File: config.mk
export PLATFORM = sky130hd
export DESIGN_NAME = ptbr_regs
export DESIGN_NICKNAME = d
export VERILOG_FILES = /design/src/shared/ptbr_pkg.sv /design/src/shared/ptbr_patt_if.sv /design/src/hdl/ptbr_regs.sv /design/src/hdl/ptbr_patt_seq.sv
export SDC_FILE = /design/constraint.sdc
export NUM_CORES = 1
export LEC_CHECK = 0
export BUFFER_PORTS_ARGS = -buffer_cell sky130_fd_sc_hd__buf_2
export CORE_UTILIZATION = 52
export CTS_BUF_LIST = sky130_fd_sc_hd__clkbuf_4 sky130_fd_sc_hd__clkbuf_8
export DETAILED_ROUTE_END_ITERATION = 7
export GPL_TIMING_DRIVEN = 0
export PLACE_DENSITY = 0.81
export SYNTH_ARGS = -nofsm -noshare
export SYNTH_HDL_FRONTEND = slang
export SYNTH_SLANG_ARGS = --single-unit
File: constraint.sdc
create_clock -name clock -period 2 [get_ports clock]
set_input_delay 0 -clock clock [delete_from_list [all_inputs] [get_ports clock]]
set_output_delay 0 -clock clock [all_outputs]
set_load 0.02 [all_outputs]
File: src/shared/ptbr_pkg.sv
// Summary of operation
// - half-duplex 10 Mb: heartbeat suppressed when bit 1 set, performed when clear.
// - at 100 Mb or full duplex, heartbeat bit ignored, heartbeat off.
// - 10BASE-T only: jabber disabled when bit 0 set, active when clear.
// - packet self-test counts each errored received nibble in bits 15:8.
// - error counter clears to zero when self-test starts again.
// - error counter sticks at its maximum until self-test restarts.
// - continuous bit 5 makes transmit pseudo-random data with no gaps.
// - continuous mode works together with the main self-test controls.
// - 10 Mb test pattern sent only while pattern-enable bit 4 is set.
// - gap between test sequences is 15 us when bit 2 set, else 10 us.
// - pattern selector: 00 data end_of_packet_type_zero, 01 data end_of_packet_type_one, 10 link pulses, 11 ones.
// - writing soft-reset bit 9 resets the logic but keeps all registers.
// - soft-reset bit clears itself without a software write.
// - reserved bits of control register two ignore writes and read zero.
package ptbr_pkg;
   localparam logic [4:0]  ADDR_TENBASE    = 5'h1A;
   localparam logic [4:0]  ADDR_CDTEST     = 5'h1B;
   localparam logic [4:0]  ADDR_PHY_GENERAL_CONTROL_ONE_TWO  = 5'h1C;
   localparam logic [4:0]  ADDR_IRQ_STATUS = 5'h1E;
   localparam logic [4:0]  ADDR_IRQ_MASK   = 5'h1F;
   // field positions
   localparam int          BIT_JABBER_DIS  = 0;
   localparam int          BIT_HEARTBEAT   = 1;
   localparam int          BIT_GAP_SEL     = 2;
   localparam int          BIT_PATT_EN     = 4;
   localparam int          BIT_NONSTOP     = 5;
   localparam int          BIT_SOFT_RESET  = 9;
   localparam int          TALLY_LSB       = 8;
   // reset values and tally limit
   localparam logic [15:0] TENBASE_RESET   = 16'h0004;
   localparam logic [7:0]  TALLY_MAX       = 8'hFF;
   // soft reset pulse length, in cycles
   localparam int          SRST_CYCLES     = 16;
   // test gap times in ns and cycles at 200 MHz
   localparam int          CLK_PERIOD_NS   = 5;
   localparam int          GAP_SHORT_NS    = 10000;
   localparam int          GAP_LONG_NS     = 15000;
   localparam int          GAP_SHORT_CYC   = GAP_SHORT_NS / CLK_PERIOD_NS;
   localparam int          GAP_LONG_CYC    = GAP_LONG_NS / CLK_PERIOD_NS;
   // interrupt status bits
   localparam int          IRQ_SATURATED   = 0;
   localparam int          IRQ_SRST_DONE   = 1;
   localparam int          IRQ_SEQ_DONE    = 2;
   typedef enum logic [1:0] {
      PTBR_PATT_END_OF_PACKET_TYPE_ZERO,
      PTBR_PATT_END_OF_PACKET_TYPE_ONE,
      PTBR_PATT_NLP,
      PTBR_PATT_ONES
   } ptbr_patt_t;
endpackage

File: src/shared/ptbr_patt_if.sv
`timescale 1ns/100ps
// pattern sequencer control and status between the register bank and the timer
interface ptbr_patt_if;
   logic        enable;
   logic        long_gap;
   logic        sending;
   logic        seq_done;
   modport ctrl (output enable, output long_gap, input sending, input seq_done);
   modport gen  (input enable, input long_gap, output sending, output seq_done);
endinterface

File: src/hdl/ptbr_regs.sv
`timescale 1ns/100ps
// test, self-test and soft reset control registers of one transceiver port
module ptbr_regs #(
   parameter int TALLY_WIDTH  = 8,
   parameter int BURST_CYCLES = 64
) (
   input  wire logic        clock,
   input  wire logic        rst_n,
   input  wire logic [4:0]  reg_addr,
   input  wire logic [15:0] reg_wdata,
   input  wire logic        reg_write,
   input  wire logic        reg_read,
   output logic      [15:0] reg_rdata,
   input  wire logic        speed_100,
   input  wire logic        full_duplex,
   input  wire logic        selftest_start,
   input  wire logic        selftest_active,
   input  wire logic        rx_nibble_error,
   output logic             heartbeat_enable,
   output logic             jabber_enable,
   output logic             selftest_nonstop,
   output logic             tx_no_gap,
   output logic             driver_pattern_on_ten,
   output logic      [1:0]  driver_pattern_choice,
   output logic             pattern_sending,
   output logic             core_soft_reset,
   output logic             irq
);
   initial begin
      if (TALLY_WIDTH != 8) $error("selftest tally must be 8 bits");
   end

   typedef struct packed {
      logic        heartbeat_dis;
      logic        jabber_dis;
      logic [2:0]  tenbase_misc;
      logic [7:0]  selftest_fault_tally;
      logic        selftest_nonstop;
      logic        driver_pattern_on_ten;
      logic        pattern_spacing_sel;
      logic [1:0]  driver_pattern_choice;
      logic        srst_active;
      logic [4:0]  srst_count;
      logic [2:0]  irq_status;
      logic [2:0]  irq_mask;
      logic [15:0] rdata;
   } ptbr_state_t;

   ptbr_state_t st, next_st;
   ptbr_patt_if patt ();
   logic        wr_tenbase;
   logic        wr_cdtest;
   logic        wr_phy_general_control_two;
   logic        wr_status;
   logic        wr_mask;
   logic [2:0]  irq_event;
   logic        srst_end;

   // write decode
   always_comb begin
      wr_tenbase = 1'b0;
      wr_cdtest  = 1'b0;
      wr_phy_general_control_two  = 1'b0;
      wr_status  = 1'b0;
      wr_mask    = 1'b0;
      if (!reg_write) begin
         wr_tenbase = 1'b0;
      end else if (reg_addr == ptbr_pkg::ADDR_TENBASE) begin
         wr_tenbase = 1'b1;
      end else if (reg_addr == ptbr_pkg::ADDR_CDTEST) begin
         wr_cdtest = 1'b1;
      end else if (reg_addr == ptbr_pkg::ADDR_PHY_GENERAL_CONTROL_ONE_TWO) begin
         wr_phy_general_control_two = 1'b1;
      end else if (reg_addr == ptbr_pkg::ADDR_IRQ_STATUS) begin
         wr_status = 1'b1;
      end else if (reg_addr == ptbr_pkg::ADDR_IRQ_MASK) begin
         wr_mask = 1'b1;
      end
   end

   assign srst_end = st.srst_active && (st.srst_count == 5'h00);

   // events: tally saturating, soft reset finished, one test sequence done
   assign irq_event[ptbr_pkg::IRQ_SATURATED] = selftest_active && rx_nibble_error
                                               && !selftest_start
                                               && (st.selftest_fault_tally
                                                   == ptbr_pkg::TALLY_MAX - 8'h01);
   assign irq_event[ptbr_pkg::IRQ_SRST_DONE] = srst_end;
   assign irq_event[ptbr_pkg::IRQ_SEQ_DONE]  = patt.seq_done;

   // next state of every register; the soft reset leaves configuration alone
   always_comb begin
      next_st = st;
      if (wr_tenbase) begin
         next_st.heartbeat_dis = reg_wdata[ptbr_pkg::BIT_HEARTBEAT];
         next_st.jabber_dis    = reg_wdata[ptbr_pkg::BIT_JABBER_DIS];
         next_st.tenbase_misc  = reg_wdata[4:2];
      end
      if (wr_cdtest) begin
         next_st.selftest_nonstop      = reg_wdata[ptbr_pkg::BIT_NONSTOP];
         next_st.driver_pattern_on_ten = reg_wdata[ptbr_pkg::BIT_PATT_EN];
         next_st.pattern_spacing_sel   = reg_wdata[ptbr_pkg::BIT_GAP_SEL];
         next_st.driver_pattern_choice = reg_wdata[1:0];
      end
      if (selftest_start) begin
         next_st.selftest_fault_tally = 8'h00;
      end else if (selftest_active && rx_nibble_error) begin
         if (st.selftest_fault_tally != ptbr_pkg::TALLY_MAX) begin
            next_st.selftest_fault_tally = st.selftest_fault_tally + 8'h01;
         end
      end
      // only bit 9 of this register is writable
      if (wr_phy_general_control_two && reg_wdata[ptbr_pkg::BIT_SOFT_RESET] && !st.srst_active) begin
         next_st.srst_active = 1'b1;
         next_st.srst_count  = 5'(ptbr_pkg::SRST_CYCLES - 1);
      end else if (srst_end) begin
         next_st.srst_active = 1'b0;
      end else if (st.srst_active) begin
         next_st.srst_count = st.srst_count - 5'h01;
      end
      // write-one-to-clear; a new event in the same cycle wins
      if (wr_status) begin
         next_st.irq_status = st.irq_status & ~reg_wdata[2:0];
      end
      next_st.irq_status = next_st.irq_status | irq_event;
      if (wr_mask) begin
         next_st.irq_mask = reg_wdata[2:0];
      end
      // read data stands only in the cycle after the strobe
      next_st.rdata = 16'h0000;
      if (!reg_read) begin
         next_st.rdata = 16'h0000;
      end else if (reg_addr == ptbr_pkg::ADDR_TENBASE) begin
         next_st.rdata = {11'h000, st.tenbase_misc, st.heartbeat_dis, st.jabber_dis};
      end else if (reg_addr == ptbr_pkg::ADDR_CDTEST) begin
         next_st.rdata = {st.selftest_fault_tally, 2'b00, st.selftest_nonstop,
                          st.driver_pattern_on_ten, 1'b0, st.pattern_spacing_sel,
                          st.driver_pattern_choice};
      end else if (reg_addr == ptbr_pkg::ADDR_PHY_GENERAL_CONTROL_ONE_TWO) begin
         next_st.rdata = {6'h00, st.srst_active, 9'h000};
      end else if (reg_addr == ptbr_pkg::ADDR_IRQ_STATUS) begin
         next_st.rdata = {13'h0000, st.irq_status};
      end else if (reg_addr == ptbr_pkg::ADDR_IRQ_MASK) begin
         next_st.rdata = {13'h0000, st.irq_mask};
      end
   end

   // state register; configuration fields take their documented reset values
   always_ff @(posedge clock or negedge rst_n) begin
      if (!rst_n) begin
         st              <= '0;
         st.tenbase_misc <= ptbr_pkg::TENBASE_RESET[4:2];
      end else begin
         st <= next_st;
      end
   end

   // pattern sequencer runs under the soft reset as device logic
   assign patt.enable   = st.driver_pattern_on_ten;
   assign patt.long_gap = st.pattern_spacing_sel;

   ptbr_patt_seq #(
      .BURST_CYCLES (BURST_CYCLES)
   ) u_seq (
      .clock    (clock),
      .rst_n    (rst_n),
      .soft_rst (st.srst_active),
      .patt     (patt.gen)
   );

   // heartbeat in half duplex 10 Mb
   // forced off at 100 Mb or full duplex
   assign heartbeat_enable      = !speed_100 && !full_duplex && !st.heartbeat_dis;
   assign jabber_enable         = !speed_100 && !st.jabber_dis;
   assign selftest_nonstop      = st.selftest_nonstop;
   assign tx_no_gap             = st.selftest_nonstop && selftest_active;
   assign driver_pattern_on_ten = st.driver_pattern_on_ten;
   assign driver_pattern_choice = st.driver_pattern_on_ten ? st.driver_pattern_choice : 2'b00;
   assign pattern_sending       = patt.sending;
   assign core_soft_reset       = st.srst_active;
   assign reg_rdata             = st.rdata;
   assign irq                   = |(st.irq_status & st.irq_mask);

   a_heartbeat_follow: assert property (@(posedge clock) disable iff (!rst_n)
      (!speed_100 && !full_duplex) |-> (heartbeat_enable == !st.heartbeat_dis))
      else $error("heartbeat not following disable bit");
   a_heartbeat_off: assert property (@(posedge clock) disable iff (!rst_n)
      (speed_100 || full_duplex) |-> !heartbeat_enable)
      else $error("heartbeat on at 100 Mb or full duplex");
   a_jabber_follow: assert property (@(posedge clock) disable iff (!rst_n)
      (!speed_100 && reg_write && reg_addr == ptbr_pkg::ADDR_TENBASE)
      ##1 !speed_100 |-> jabber_enable == !$past(reg_wdata[0]))
      else $error("jabber enable not following bit");
   a_tally_count: assert property (@(posedge clock) disable iff (!rst_n)
      (selftest_active && rx_nibble_error && !selftest_start
       && st.selftest_fault_tally != 8'hFF)
      |=> st.selftest_fault_tally == $past(st.selftest_fault_tally) + 8'h01)
      else $error("tally missed an error");
   a_tally_clear: assert property (@(posedge clock) disable iff (!rst_n)
      selftest_start |=> st.selftest_fault_tally == 8'h00)
      else $error("tally not cleared on restart");
   a_tally_stick: assert property (@(posedge clock) disable iff (!rst_n)
      (st.selftest_fault_tally == 8'hFF && !selftest_start)
      |=> st.selftest_fault_tally == 8'hFF)
      else $error("tally left saturation");
   a_nonstop_gap: assert property (@(posedge clock) disable iff (!rst_n)
      tx_no_gap |-> (selftest_nonstop && selftest_active))
      else $error("gapless transmit outside continuous test");
   a_srst_keep: assert property (@(posedge clock) disable iff (!rst_n)
      (st.srst_active && !reg_write) |=> $stable(st.heartbeat_dis)
      && $stable(st.jabber_dis) && $stable(st.driver_pattern_choice))
      else $error("configuration changed by soft reset");
   a_srst_clear: assert property (@(posedge clock) disable iff (!rst_n)
      $rose(core_soft_reset) |-> core_soft_reset [*8] ##[1:12] !core_soft_reset)
      else $error("soft reset did not clear itself");
   a_phy_general_control_two_zero: assert property (@(posedge clock) disable iff (!rst_n)
      (reg_read && reg_addr == ptbr_pkg::ADDR_PHY_GENERAL_CONTROL_ONE_TWO)
      |=> (reg_rdata & 16'hFDFF) == 16'h0000)
      else $error("reserved bits not zero");
   a_srst_readback: assert property (@(posedge clock) disable iff (!rst_n)
      (reg_read && reg_addr == ptbr_pkg::ADDR_PHY_GENERAL_CONTROL_ONE_TWO)
      |=> reg_rdata[9] == $past(core_soft_reset))
      else $error("soft reset bit readback wrong");

   a_heartbeat_bit: assert property (@(posedge clock) disable iff (!rst_n)
      st.heartbeat_dis |-> !heartbeat_enable)
      else $error("heartbeat on with disable bit set");

   a_tenbase_read: assert property (@(posedge clock) disable iff (!rst_n)
      (reg_read && reg_addr == ptbr_pkg::ADDR_TENBASE)
      |=> reg_rdata[1:0] == $past({st.heartbeat_dis, st.jabber_dis}))
      else $error("heartbeat or jabber bit readback wrong");

   a_jabber_fast: assert property (@(posedge clock) disable iff (!rst_n)
      speed_100 |-> !jabber_enable)
      else $error("jabber active at 100 Mb");

   a_tally_hold: assert property (@(posedge clock) disable iff (!rst_n)
      (!selftest_start && !(selftest_active && rx_nibble_error))
      |=> $stable(st.selftest_fault_tally))
      else $error("tally moved without an error");

   a_tally_read: assert property (@(posedge clock) disable iff (!rst_n)
      (reg_read && reg_addr == ptbr_pkg::ADDR_CDTEST)
      |=> reg_rdata[15:8] == $past(st.selftest_fault_tally))
      else $error("tally readback wrong");

   a_sat_flag: assert property (@(posedge clock) disable iff (!rst_n)
      (st.selftest_fault_tally == 8'hFE && selftest_active && rx_nibble_error
       && !selftest_start) |=> st.irq_status[ptbr_pkg::IRQ_SATURATED])
      else $error("saturation flag not set");

   a_nonstop_idle: assert property (@(posedge clock) disable iff (!rst_n)
      !selftest_active |-> !tx_no_gap)
      else $error("gapless transmit without a self-test run");

   a_patt_stop: assert property (@(posedge clock) disable iff (!rst_n)
      $fell(driver_pattern_on_ten) |=> !pattern_sending)
      else $error("pattern kept running after disable");

   a_burst_hold: assert property (@(posedge clock) disable iff (!rst_n)
      ($rose(pattern_sending) && driver_pattern_on_ten && !core_soft_reset)
      |=> pattern_sending)
      else $error("burst ended after one cycle");

   a_gap_hold: assert property (@(posedge clock) disable iff (!rst_n)
      $fell(pattern_sending) |=> !pattern_sending [*8])
      else $error("gap shorter than eight cycles");

   a_choice_gated: assert property (@(posedge clock) disable iff (!rst_n)
      !driver_pattern_on_ten |-> driver_pattern_choice == 2'b00)
      else $error("pattern choice shown while disabled");

   a_choice_pass: assert property (@(posedge clock) disable iff (!rst_n)
      driver_pattern_on_ten |-> driver_pattern_choice == st.driver_pattern_choice)
      else $error("pattern choice not passed on");

   a_srst_start: assert property (@(posedge clock) disable iff (!rst_n)
      (reg_write && reg_addr == ptbr_pkg::ADDR_PHY_GENERAL_CONTROL_ONE_TWO && reg_wdata[9]
       && !core_soft_reset) |=> core_soft_reset)
      else $error("soft reset not started");

   a_srst_seq_idle: assert property (@(posedge clock) disable iff (!rst_n)
      core_soft_reset |=> !pattern_sending)
      else $error("sequencer ran during soft reset");

   a_srst_count: assert property (@(posedge clock) disable iff (!rst_n)
      core_soft_reset |-> st.srst_count <= 5'h0F)
      else $error("soft reset counter out of range");

   // read data idle when not read
   a_rdata_idle: assert property (@(posedge clock) disable iff (!rst_n)
      !reg_read |=> reg_rdata == 16'h0000)
      else $error("read data outside its cycle");
endmodule // ptbr_regs

File: src/hdl/ptbr_patt_seq.sv
`timescale 1ns/100ps
// alternates a test sequence burst with the selected gap while enabled
module ptbr_patt_seq #(
   parameter int BURST_CYCLES = 64
) (
   input  wire logic   clock,
   input  wire logic   rst_n,
   input  wire logic   soft_rst,
   ptbr_patt_if.gen    patt
);
   initial begin
      if (BURST_CYCLES < 1 || BURST_CYCLES > 65535) $error("BURST_CYCLES out of range");
   end
   typedef struct packed {
      logic        sending;
      logic        done;
      logic [15:0] count;
   } ptbr_seq_t;
   ptbr_seq_t st, next_st;

   // gap length follows the select bit at the start of every gap
   always_comb begin
      next_st      = st;
      next_st.done = 1'b0;
      if (!patt.enable || soft_rst) begin
         next_st.sending = 1'b0;
         next_st.count   = 16'h0000;
      end else if (st.count != 16'h0000) begin
         next_st.count = st.count - 16'h0001;
      end else if (st.sending) begin
         next_st.sending = 1'b0;
         next_st.done    = 1'b1;
         next_st.count   = patt.long_gap ? 16'(ptbr_pkg::GAP_LONG_CYC - 1)
                                         : 16'(ptbr_pkg::GAP_SHORT_CYC - 1);
      end else begin
         next_st.sending = 1'b1;
         next_st.count   = 16'(BURST_CYCLES - 1);
      end
   end

   always_ff @(posedge clock or negedge rst_n) begin
      if (!rst_n) begin
         st <= '0;
      end else begin
         st <= next_st;
      end
   end

   assign patt.sending  = st.sending;
   assign patt.seq_done = st.done;

   a_patt_off_idle: assert property (@(posedge clock) disable iff (!rst_n)
      !patt.enable |=> !patt.sending) else $error("pattern sent while disabled");
endmodule // ptbr_patt_seq

## Word level (Yosys, flattened, before mapping)

Index checks and enable logic that the tools add are counted.
Widths: inputs -> output; s select.

- Add/sub/neg operators: 3
- Eq/ne operators: 9
- Multiplexer cells: 44
- Bitwise gates (word level): 4
- Reduce and logical (&&, ||, !) cells: 27

Operators by type and width:

| cell | number |
|---|---|
| $mux 16 | 6 |
| $eq 5x5->1 const B | 5 |
| $mux 1 | 25 |
| $mux 8 | 3 |
| $reduce_bool 16->1 | 1 |
| $sub 16x1->16 const B | 1 |
| $mux 12 | 1 |
| $logic_and 1x1->1 | 10 |
| $mux 10 | 1 |
| $mux 5 | 2 |
| $mux 3 | 3 |
| $add 8x1->8 const B | 1 |
| $eq 8x8->1 const B | 1 |
| $ne 8x8->1 const B | 1 |
| $reduce_bool 2->1 | 4 |
| $logic_not 1->1 | 7 |
| $and 3x3->3 | 2 |
| $mux 6 | 1 |
| $logic_not 5->1 | 1 |
| $sub 5x1->5 const B | 1 |
| $mux 2 | 2 |
| $ne 2x1->1 const B | 2 |
| $reduce_and 2->1 | 2 |
| $not 3->3 | 1 |
| 3 further kinds | 3 |

- Register bits after elaboration: 64
- Input bits: 30
- Output and inout bits: 26
- Word-level logic and storage cells: 103

## Longest topological paths before layout

Gate-level depths: netlist of run 1.

- Depth in word-level cells: 9
- Gate-level depth with buffers: 7

## Cells and area by module

A second synthesis of run 1 with hierarchy kept.

- Cells, all modules: 301
- Area, all modules: 3134.3 um2

By module, submodules not included:

| module | instances | cells an instance | area each (um2) |
|---|---|---|---|
| ptbr_regs | 1 | 201 | 2178.3 |
| ptbr_patt_seq | 1 | 100 | 955.9 |

## Worst setup path after synthesis of run 1

OpenSTA, ideal clock, no wires.

- Kind: register -> register
- Start point: register u_seq.st[0] (netlist bit)
- End point: register u_seq.st[10] (netlist bit)
- Setup time: 0.119 ns
- Data arrival time: 1.763 ns
- Required time: 1.881 ns
- Path slack: 0.118 ns
- Cell stages (with the launch flop): 7
- Clock period less this slack: 1.882 ns
- Cell sequence: dfrtp_1 inv_1 ha_1 or4b_2 nor4_1 xnor2_1 nor2_1

RTL lines:

| item | line | text |
|---|---|---|
| start: declaration | ptbr_patt_seq.sv:19 | `ptbr_seq_t st, next_st;` |
| start signal: assignment | ptbr_patt_seq.sv:45 | `st <= next_st;` |

==> impl_metrics.json, run 1 <==
{
  "cap_violations": 0,
  "drcViolationCount": 0,
  "syn-mean-instance-area_sq_um": 10.5,
  "grt_max_degree": 63,
  "synth_async_sr_flop_share": 1.00,
  "ios": 56,
  "hold_viol_final": 0,
  "ir_worst_vdd_uv": 614,
  "io_buffer_count": 42,
  "clock_sinks": 62,
  "multi_input_area_sq_um": 1310,
  "rsz0062_at_grt": "true",
  "final_common_cell": "dfrtp_1",
  "synth_cell_types": 50,
  "drive_gt1_frac": 0.303,
  "crit_arrival_ns": 2.22,
  "path_class": "reg -> reg",
  "clk_latency_ns": 0.34,
  "final_cell_mix": "dfrtp_1, buf_2, nor2_1",
  "wl_per_cell_microns": 15.8,
  "via_per_inst": 5.69,
  "layout.nets": 385,
  "cts_root_buffer": "clkbuf_8",
  "antenna_found_initial": 0,
  "yosysSeqAreaShare": 0.519,
  "synth_area_sq_um": 2990,
  "ys_warn_count": 0,
  "coreArea_sq_um": 5540,
  "synthCells": 284,
  "diodes": 0,
  "dp_slack_ns": -0.222,
  "crit_path_end_kind": "flop",
  "slew_headroom": 0.495,
  "final_util": 0.673,
  "grt_pass1_wl_microns": 11300,
  "n_fill_cell": 419,
  "syn2layout_area_growth_pct": 24.6,
  "outcome": "finished, final reports clean",
  "rows": 27,
  "required_ns": 2.25,
  "htree_levels": 3,
  "grt_pass1_vias": 2484,
  "startpoint_type": "flop",
  "fin_skew_ns": 0.00949,
  "fin_crit_sh": 0.986,
  "worstMarginPinSlew_ns": 0.758,
  "p_leak_nw": 1.81,
  "die_x_microns": 77.9,
  "cellPowerDensity_nw_per_um2": 1250,
  "cts_inserted_buffers": 9,
  "dp.cells": 399,
  "gp_congestion": 0.819,
  "ys_ff_latch": 62,
  "setup_violations": 0,
  "dp_hpwl_microns": 4380,
  "stdcell_count": 428,
  "drt-initial-drc-count": 138,
  "fp.dieH_microns": 77.9,
  "grt_overflow_total": 0,
  "path_clk_slew_ns": 0.07,
  "fin_crit_ns": 1.97,
  "slew_viol_final": 0,
  "dieArea_sq_um": 6060,
  "cts_tree": "done",
  "dr.pass1.iters": 5,
  "max_freq_ghz": 0.507,
  "synthFlopType": "dfrtp_1",
  "layout_setup_ws_ns": 0.0285,
  "start_util": 0.540,
  "ctsLongestPathBuffers": 2,
  "synth_edf_count": 0,
  "track_usage": 0.246,
  "final-seq-area_sq_um": 1550,
  "hold_path.class": "in -> reg",
  "wl_microns": 6760,
  "vias": 2437,
  "hold_slack_ns": 0.0333,
  "final_antenna_net_count": 0,
  "worstPathMaxFanout": 5
}
[per-layer routing]
metal,vias to the layer above,track usage,share of wire
met3,24,0.0541,0.053
met1,1184,0.298,0.41
li1,1133,-,-
met2,96,0.408,0.50
met4,0,0.136,0.033
met5,-,0,0
[final cells by class]
class,instances,share of cell area
Multi-Input combinational cell,189,0.352
Inverter,8,0.00806
Buffer,25,0.0426
Clock inverter,3,0.0175
Timing Repair Buffer,56,0.0926
Tap cell,72,0.0242
Sequential cell,62,0.417
Clock buffer,13,0.0463
[Yosys cell counts (2+ instances only)]
library cell | number | area (sq um)
dfrtp_1 | 61 | 1530
nor2_1 | 25 | 93.8
nand2_1 | 22 | 82.6
buf_4 | 16 | 120
mux2_2 | 16 | 180
a21oi_1 | 11 | 55.1
xnor2_1 | 10 | 87.6
and3_1 | 9 | 56.3
inv_1 | 8 | 30.0
o21ai_0 | 8 | 40.0
clkbuf_1 | 7 | 26.3
or3_1 | 6 | 37.5
and2_1 | 5 | 31.3
nand4_1 | 5 | 31.3
nor3_1 | 5 | 25.0
nor4_1 | 5 | 31.3
xor2_1 | 5 | 43.8
ha_1 | 4 | 50.1
nand3_1 | 4 | 20.0
nor2b_1 | 4 | 25.0
o31ai_1 | 4 | 30.0
a221oi_1 | 3 | 26.3
nand2b_1 | 3 | 18.8
nand4b_1 | 3 | 26.3
o211ai_1 | 3 | 22.5
a22oi_1 | 2 | 15.0
and4_1 | 2 | 17.5
buf_2 | 2 | 10.0
o2111ai_1 | 2 | 17.5
o41ai_1 | 2 | 17.5
or4_1 | 2 | 15.0
or4b_2 | 2 | 20.0
[stage by stage]
stage | TNS, ns | total power, mW | cell area (sq um)
6_report | 0 | 4.65 | 3730
5_1_grt | -0.0334 | 4.92 | 3730
4_1_cts | -0.0140 | 4.51 | 3670
3_5_place_dp | -0.768 | 3.09 | 3300
3_3_place_gp | -0.478 | 3.03 | 3300
2_1_floorplan | 0 | 2.74 | 3000
[cells by family after synthesis]
| family | synth area share |
|---|---|
| buffers and inverters | 0.0636 |
| adders and majority gates | 0.0167 |
| DFF | 0.519 |
| and+or+nand+nor | 0.189 |
| AOI/OAI and AO/OA | 0.103 |
| xor gates and xnor gates | 0.0439 |
| muxes | 0.0636 |
| other | 0.00125 |
[worst max-delay path, stage by stage, from the launching register on]
cell and delay, ns:
dfrtp_2 0.40, or4_4 0.58, or3_4 0.42, or2_4 0.28, o31ai_4 0.21
[timing repair]
item,CTS,global route
endpoints found under the setup margin,14,10
gates resized for setup,8,10
hold endpoints to repair,19,61
buffers inserted,1,2
hold buffers,10,1
pin swaps,1,4
[worst paths after layout]
check	startpoint	to	slack [ns]	depth (start not counted)
min in group asynchronous	rst_n	u_seq.st[8]	0.27	2
max in group asynchronous	rst_n	u_seq.st[2]	1.18	2
worst min register to register	st[43]	st[43]	0.51	1
worst min-delay path	selftest_start	st[35]	0.03	2
worst max register to register	u_seq.st[2]	u_seq.st[15]	0.03	4
worst max-delay path	u_seq.st[2]	u_seq.st[15]	0.03	4
[registers in the layout (all words and copies together), names as in the netlist]
signal,flops
core_soft_reset,1
u_seq.st,16
patt.long_gap,1
u_seq.patt.sending,1
st,26
u_seq.patt.seq_done,1
driver_pattern_on_ten,1
selftest_nonstop,1
reg_rdata,14
[power breakdown]
part / switching [mW] / internal, mW
sequential: 0.259 / 1.48
clock: 0.479 / 0.816
combinational: 0.862 / 0.761
total: 1.60 / 3.05
Power figures use the tool's default switching activity.
==> run 2, diff against run 1 <==
Settings changed: CORE_UTILIZATION 52 to 25, PLACE_DENSITY 0.81 to not set, PLACE_DENSITY_LB_ADDON set to 0.25.
==> run 2 against run 1 <==
The run now ends with design-rule violations left. Wire length rose by 3.7%. First-iteration DRC count is 37% lower. Via count fell by 4.6%. Non-clock buffer count is 1 higher. Critical path depth rose by 1. Die area increased by 100%. Register-to-register slack got worse by 0.03 ns. Count of clock-buffer cells in the layout shrank 1. Critical path type unchanged. Critical endpoint unchanged. Largest cell class unchanged.
==> impl_metrics.json, run 2 (synthesis gave the netlist of run 1 again) <==
{
  "antenna_found_initial": 0,
  "worstPathMaxFanout": 6,
  "largest_reg_flops": 26,
  "crit_path_max_incr_delay_ns": 0.49,
  "required_ns": 2.25,
  "crit_arrival_ns": 2.25,
  "slew_headroom": 0.458,
  "hold_start": "selftest_start",
  "drcViolationCount": 8,
  "startpoint_type": "flop",
  "max_freq_ghz": 0.500,
  "violations": "design-rule violations",
  "path_class": "reg -> reg",
  "setup_violations": 0,
  "cts_tree": "done",
  "syn2layout_area_growth_pct": 25.6,
  "rr_startpoint": "u_seq.st[2]",
  "final_util": 0.326,
  "critPathBufInv": 1,
  "crit_chain": "or4_4, buf_6, or3_4, or2_4, o31ai_4",
  "path_clk_slew_ns": 0.07,
  "fin_skew_ns": 0.00545,
  "p_clk_frac": 0.231,
  "final-seq-area_sq_um": 1550,
  "final_common_cell": "dfrtp_1",
  "grt_overflow_total": 0,
  "track_usage": 0.122,
  "layout.nets": 386,
  "dieArea_sq_um": 12400,
  "ctsLongestPathBuffers": 2,
  "final_antenna_net_count": 0,
  "cap_violations": 0,
  "cts_inserted_buffers": 9,
  "slew_viol_final": 0,
  "die_x_microns": 111,
  "power_frac_comb": 0.366,
  "hold_viol_final": 0,
  "io_buffer_count": 42,
  "start_util": 0.260,
  "p_int_mw": 2.74,
  "multi_input_area_sq_um": 1310,
  "ir_worst_vdd_uv": 339,
  "via_per_inst": 4.65,
  "fin_crit_ns": 2.00,
  "cellPowerDensity_nw_per_um2": 1150,
  "diodes": 0,
  "clk_latency_ns": 0.34,
  "wl_per_cell_microns": 14.0,
  "tns_ns": 0,
  "largest-register": "st",
  "worstMarginPinSlew_ns": 0.812,
  "fin_crit_sh": 0.999,
  "power_frac_seq": 0.403,
  "worstSetupStartpoint": "u_seq.st[2]",
  "rows": 39,
  "wl_microns": 7010,
  "fin_total_pwr_mw": 4.30,
  "grt_pass1_vias": 2265,
  "cp_top_family": "simple AND/OR/NAND/NOR gates",
  "fp.dieH_microns": 111,
  "drt-initial-drc-count": 87,
  "dr.pass1.iters": 6,
  "cts_root_buffer": "clkbuf_8",
  "rsz0062_at_grt": "true",
  "p_sw_frac": 0.364,
  "switching_power_mw": 1.57,
  "crit_path_end_kind": "flop",
  "outcome": "finished with violations",
  "clock_sinks": 62,
  "p_leak_nw": 1.79,
  "ios": 56,
  "final_cell_mix": "dfrtp_1, buf_2, nor2_1",
  "grt_max_degree": 63,
  "vias": 2324,
  "cp_slowest_cell": "or4_4",
  "htree_levels": 3,
  "gp_congestion": 0.777,
  "n_fill_cell": 1222,
  "coreArea_sq_um": 11500,
  "hold_path.class": "in -> reg",
  "grt_pass1_wl_microns": 11700,
  "dp_hpwl_microns": 4770,
  "drive_gt1_frac": 0.303
}
run 2: changes by cell type in the layout (fill, tap and decap cells not counted):
cell	change
buf_2	+1
buf_6	+1
bufinv_16	-2
clkbuf_8	-2
clkinv_2	+2
clkinvlp_4	+1
nor4_1	+1
nor4_2	-1
run 2: power by group through the flow:
stage	Combinational (mW)	Sequential (mW)	Clock, mW
final	1.58	1.73	0.995
after floorplan	1.05	1.69	0
after CTS	1.44	1.72	1.02
after detailed placement	1.37	1.73	0
after global placement	1.37	1.73	0
after global routing	1.75	1.77	1.09
run 2: stage by stage:
step	worst slack (ns)	area, sq um	hold WS, ns	instances
floorplan	0.118	3000	-0.296	285
global placement	-0.283	3380	0.234	470
detailed placement	-0.261	3390	0.151	470
CTS	0.00178	3690	0.0235	497
global route	-0.0706	3760	0.0501	500
finish	0.00154	3760	0.0363	500
run 2: what timing repair did:
| action | CTS | global route |
|---|---|---|
| endpoints found under the setup margin | 13 | 13 |
| resized for setup | 7 | 9 |
| endpoints found under the hold margin | 80 | 0 |
| hold buffers | 11 | 0 |
| setup buffers | 0 | 3 |
| pin swaps | 1 | 1 |
run 2: cell type report:
cell class / instances / area share
Timing Repair Buffer: 56 / 0.0919
Buffer: 26 / 0.0446
Multi-Input combinational cell: 189 / 0.347
Clock buffer: 12 / 0.0406
Sequential cell: 62 / 0.414
Clock inverter: 4 / 0.00600
Inverter: 8 / 0.00799
Tap cell: 143 / 0.0476
run 2: path summary, 6_finish.rpt:
kind                                 to  slack, ns  depth (start not counted)
setup reg to reg           u_seq.st[15]      0.002                          5
hold reg to reg                  st[20]       0.49                          1
hold / removal                   st[38]       0.04                          2
setup / recovery           u_seq.st[15]      0.002                          5
max in group asynchronous   u_seq.st[2]       1.15                          2
min in group asynchronous  u_seq.st[14]       0.29                          2
run 2: metal layers:
layer  part of all wire  GRT usage
met2               0.45      0.174
met1               0.49      0.172
met4              0.015     0.0622
met3              0.045     0.0267
met5                  0          0
==> run 3, diff against run 2 <==
Settings changed: CELL_PAD_IN_SITES_DETAIL_PLACEMENT set to 1, CELL_PAD_IN_SITES_GLOBAL_PLACEMENT set to 1, PLACE_DENSITY set to 0.5, PLACE_DENSITY_LB_ADDON 0.25 to not set, REMOVE_ABC_BUFFERS set to 1.
==> run 3 against run 2 <==
The flow still finishes with violations (design-rule violations). Global-route usage is 1.2 points higher. Design area is 3.2% lower. Cell count is 3.8% lower. Maximum frequency is 4.3% higher. Die area stayed put. Setup slack better by 0.083 ns. Wire length is 9.0% higher. Count of clock-buffer cells in the layout stayed put. Via count is 1.2% lower. Critical path depth is 1 lower. Non-clock buffer count is 19 lower. Combinational power is 7% higher. Largest power group unchanged.
==> impl_metrics.json, run 3 (synthesis gave the netlist of run 1 again) <==
{
  "ctsLongestPathBuffers": 2,
  "worstPathMaxFanout": 6,
  "cp_slowest_cell": "or4_4",
  "use_met2": 0.226,
  "worstSetupStartpoint": "u_seq.st[2]",
  "startpoint_type": "flop",
  "cap_violations": 0,
  "crit_chain": "or4_4, or3_4, or2_1, o31ai_1",
  "violations": "design-rule violations",
  "via_per_inst": 4.78,
  "fin_crit_ns": 1.92,
  "hold_start": "reg_read",
  "grt_overflow_total": 0,
  "hold_slack_ns": 0.00592,
  "htree_levels": 3,
  "cts_tree": "done",
  "use_met1": 0.163,
  "ir_worst_vdd_uv": 323,
  "p_leak_nw": 1.71,
  "crit_arrival_ns": 2.17,
  "largest_reg_flops": 26,
  "final_util": 0.316,
  "worstMarginPinSlew_ns": 0.985,
  "fin_crit_sh": 0.958,
  "crit_path_end_kind": "flop",
  "drive_gt1_frac": 0.281,
  "path_clk_slew_ns": 0.07,
  "gr-max-usage-layer": "met2",
  "fin_skew_ns": 0.00892,
  "clk_latency_ns": 0.35,
  "required_ns": 2.25,
  "dieArea_sq_um": 12400,
  "rr_startpoint": "u_seq.st[2]",
  "use_met3": 0.0463,
  "ff2ff_path_depth": 4,
  "outcome": "finished with violations",
  "clock_sinks": 62,
  "vias": 2297,
  "wl_per_cell_microns": 15.9,
  "cellPowerDensity_nw_per_um2": 1220,
  "hold_viol_final": 0,
  "syn2layout_area_growth_pct": 21.5,
  "grt_max_degree": 63,
  "final_antenna_net_count": 0,
  "drcViolationCount": 2,
  "hold_path.class": "in -> reg",
  "slew_headroom": 0.341,
  "drt-initial-drc-count": 97,
  "io_buffer_count": 44,
  "cts_root_buffer": "clkbuf_8",
  "final_common_cell": "dfrtp_1",
  "crit_path_max_incr_delay_ns": 0.57,
  "coreArea_sq_um": 11500,
  "final_cell_mix": "dfrtp_1, buf_2, nor2_1",
  "ios": 56,
  "gp_congestion": 0.738,
  "path_class": "reg -> reg",
  "rows": 39,
  "die_x_microns": 111,
  "start_util": 0.260,
  "setup_violations": 0,
  "cts_inserted_buffers": 9,
  "max_freq_ghz": 0.522,
  "grt_pass1_vias": 2454,
  "layout.nets": 367,
  "fp.dieH_microns": 111,
  "wl_microns": 7650,
  "diodes": 0,
  "largest-register": "st",
  "slew_viol_final": 0,
  "antenna_found_initial": 0,
  "dr.pass1.iters": 6,
  "grt_pass1_wl_microns": 12800,
  "hold_path_depth": 3,
  "dp_hpwl_microns": 5260,
  "track_usage": 0.134
}
==> run 3: layer usage <==
metal  vias up  wire length (microns)
met2        34                   3820
met4         0                     90
met3         9                    273
li1       1095                      -
met5         -                      0
met1      1159                   3460
==> run 3: through the flow <==
step | worst slack, ns | total power, mW | TNS, ns | cells | cell area (sq um)
floorplan | 0.0748 | 2.69 | 0 | 259 | 2840
global placement | -0.745 | 3.08 | -6.75 | 446 | 3230
detailed placement | -0.748 | 3.12 | -7.41 | 446 | 3240
CTS | 0.0115 | 4.40 | 0 | 477 | 3580
global route | -0.00144 | 4.75 | -0.00144 | 481 | 3640
finish | 0.0841 | 4.43 | 0 | 481 | 3640
==> run 3: layout make-up <==
| cell class | count | area (sq um) |
|---|---|---|
| timing repair buffer | 63 | 405 |
| inverter | 8 | 30.0 |
| tap | 143 | 179 |
| clock inverter | 4 | 22.5 |
| sequential | 62 | 1550 |
| clock buffer | 12 | 153 |
| multi-input combinational | 189 | 1290 |
| fill | 1311 | 7880 |
==> run 3: critical path: cells and delay by family, from the launching register on <==
family,cells,cell delay (ns)
AND/OR/NAND/NOR,3,1.18
AO/OA/AOI/OAI,1,0.22
flip-flops,1,0.43
==> run 3: power breakdown <==
| part | switching (mW) | internal [mW] |
|---|---|---|
| logic | 0.842 | 0.852 |
| clock network | 0.500 | 0.505 |
| registers | 0.256 | 1.48 |
==> run 3: repair_timing <==
| item | 4_1_cts | 5_1_grt |
|---|---|---|
| endpoints found under the setup margin | 15 | 9 |
| pin swaps | 1 | 1 |
| endpoints found under the hold margin | 85 | 0 |
| buffers inserted | 4 | 4 |
| gates resized for setup | 4 | 6 |
| hold buffers | 11 | 0 |
==> run 3: worst paths after layout <==
kind | slack [ns] | end
worst min-delay path | 0.006 | reg_rdata[9]
max in group asynchronous | 1.12 | u_seq.st[2]
worst max-delay path | 0.08 | u_seq.st[15]
worst max register to register | 0.08 | u_seq.st[15]
min in group asynchronous | 0.28 | u_seq.st[6]
worst min register to register | 0.51 | st[20]
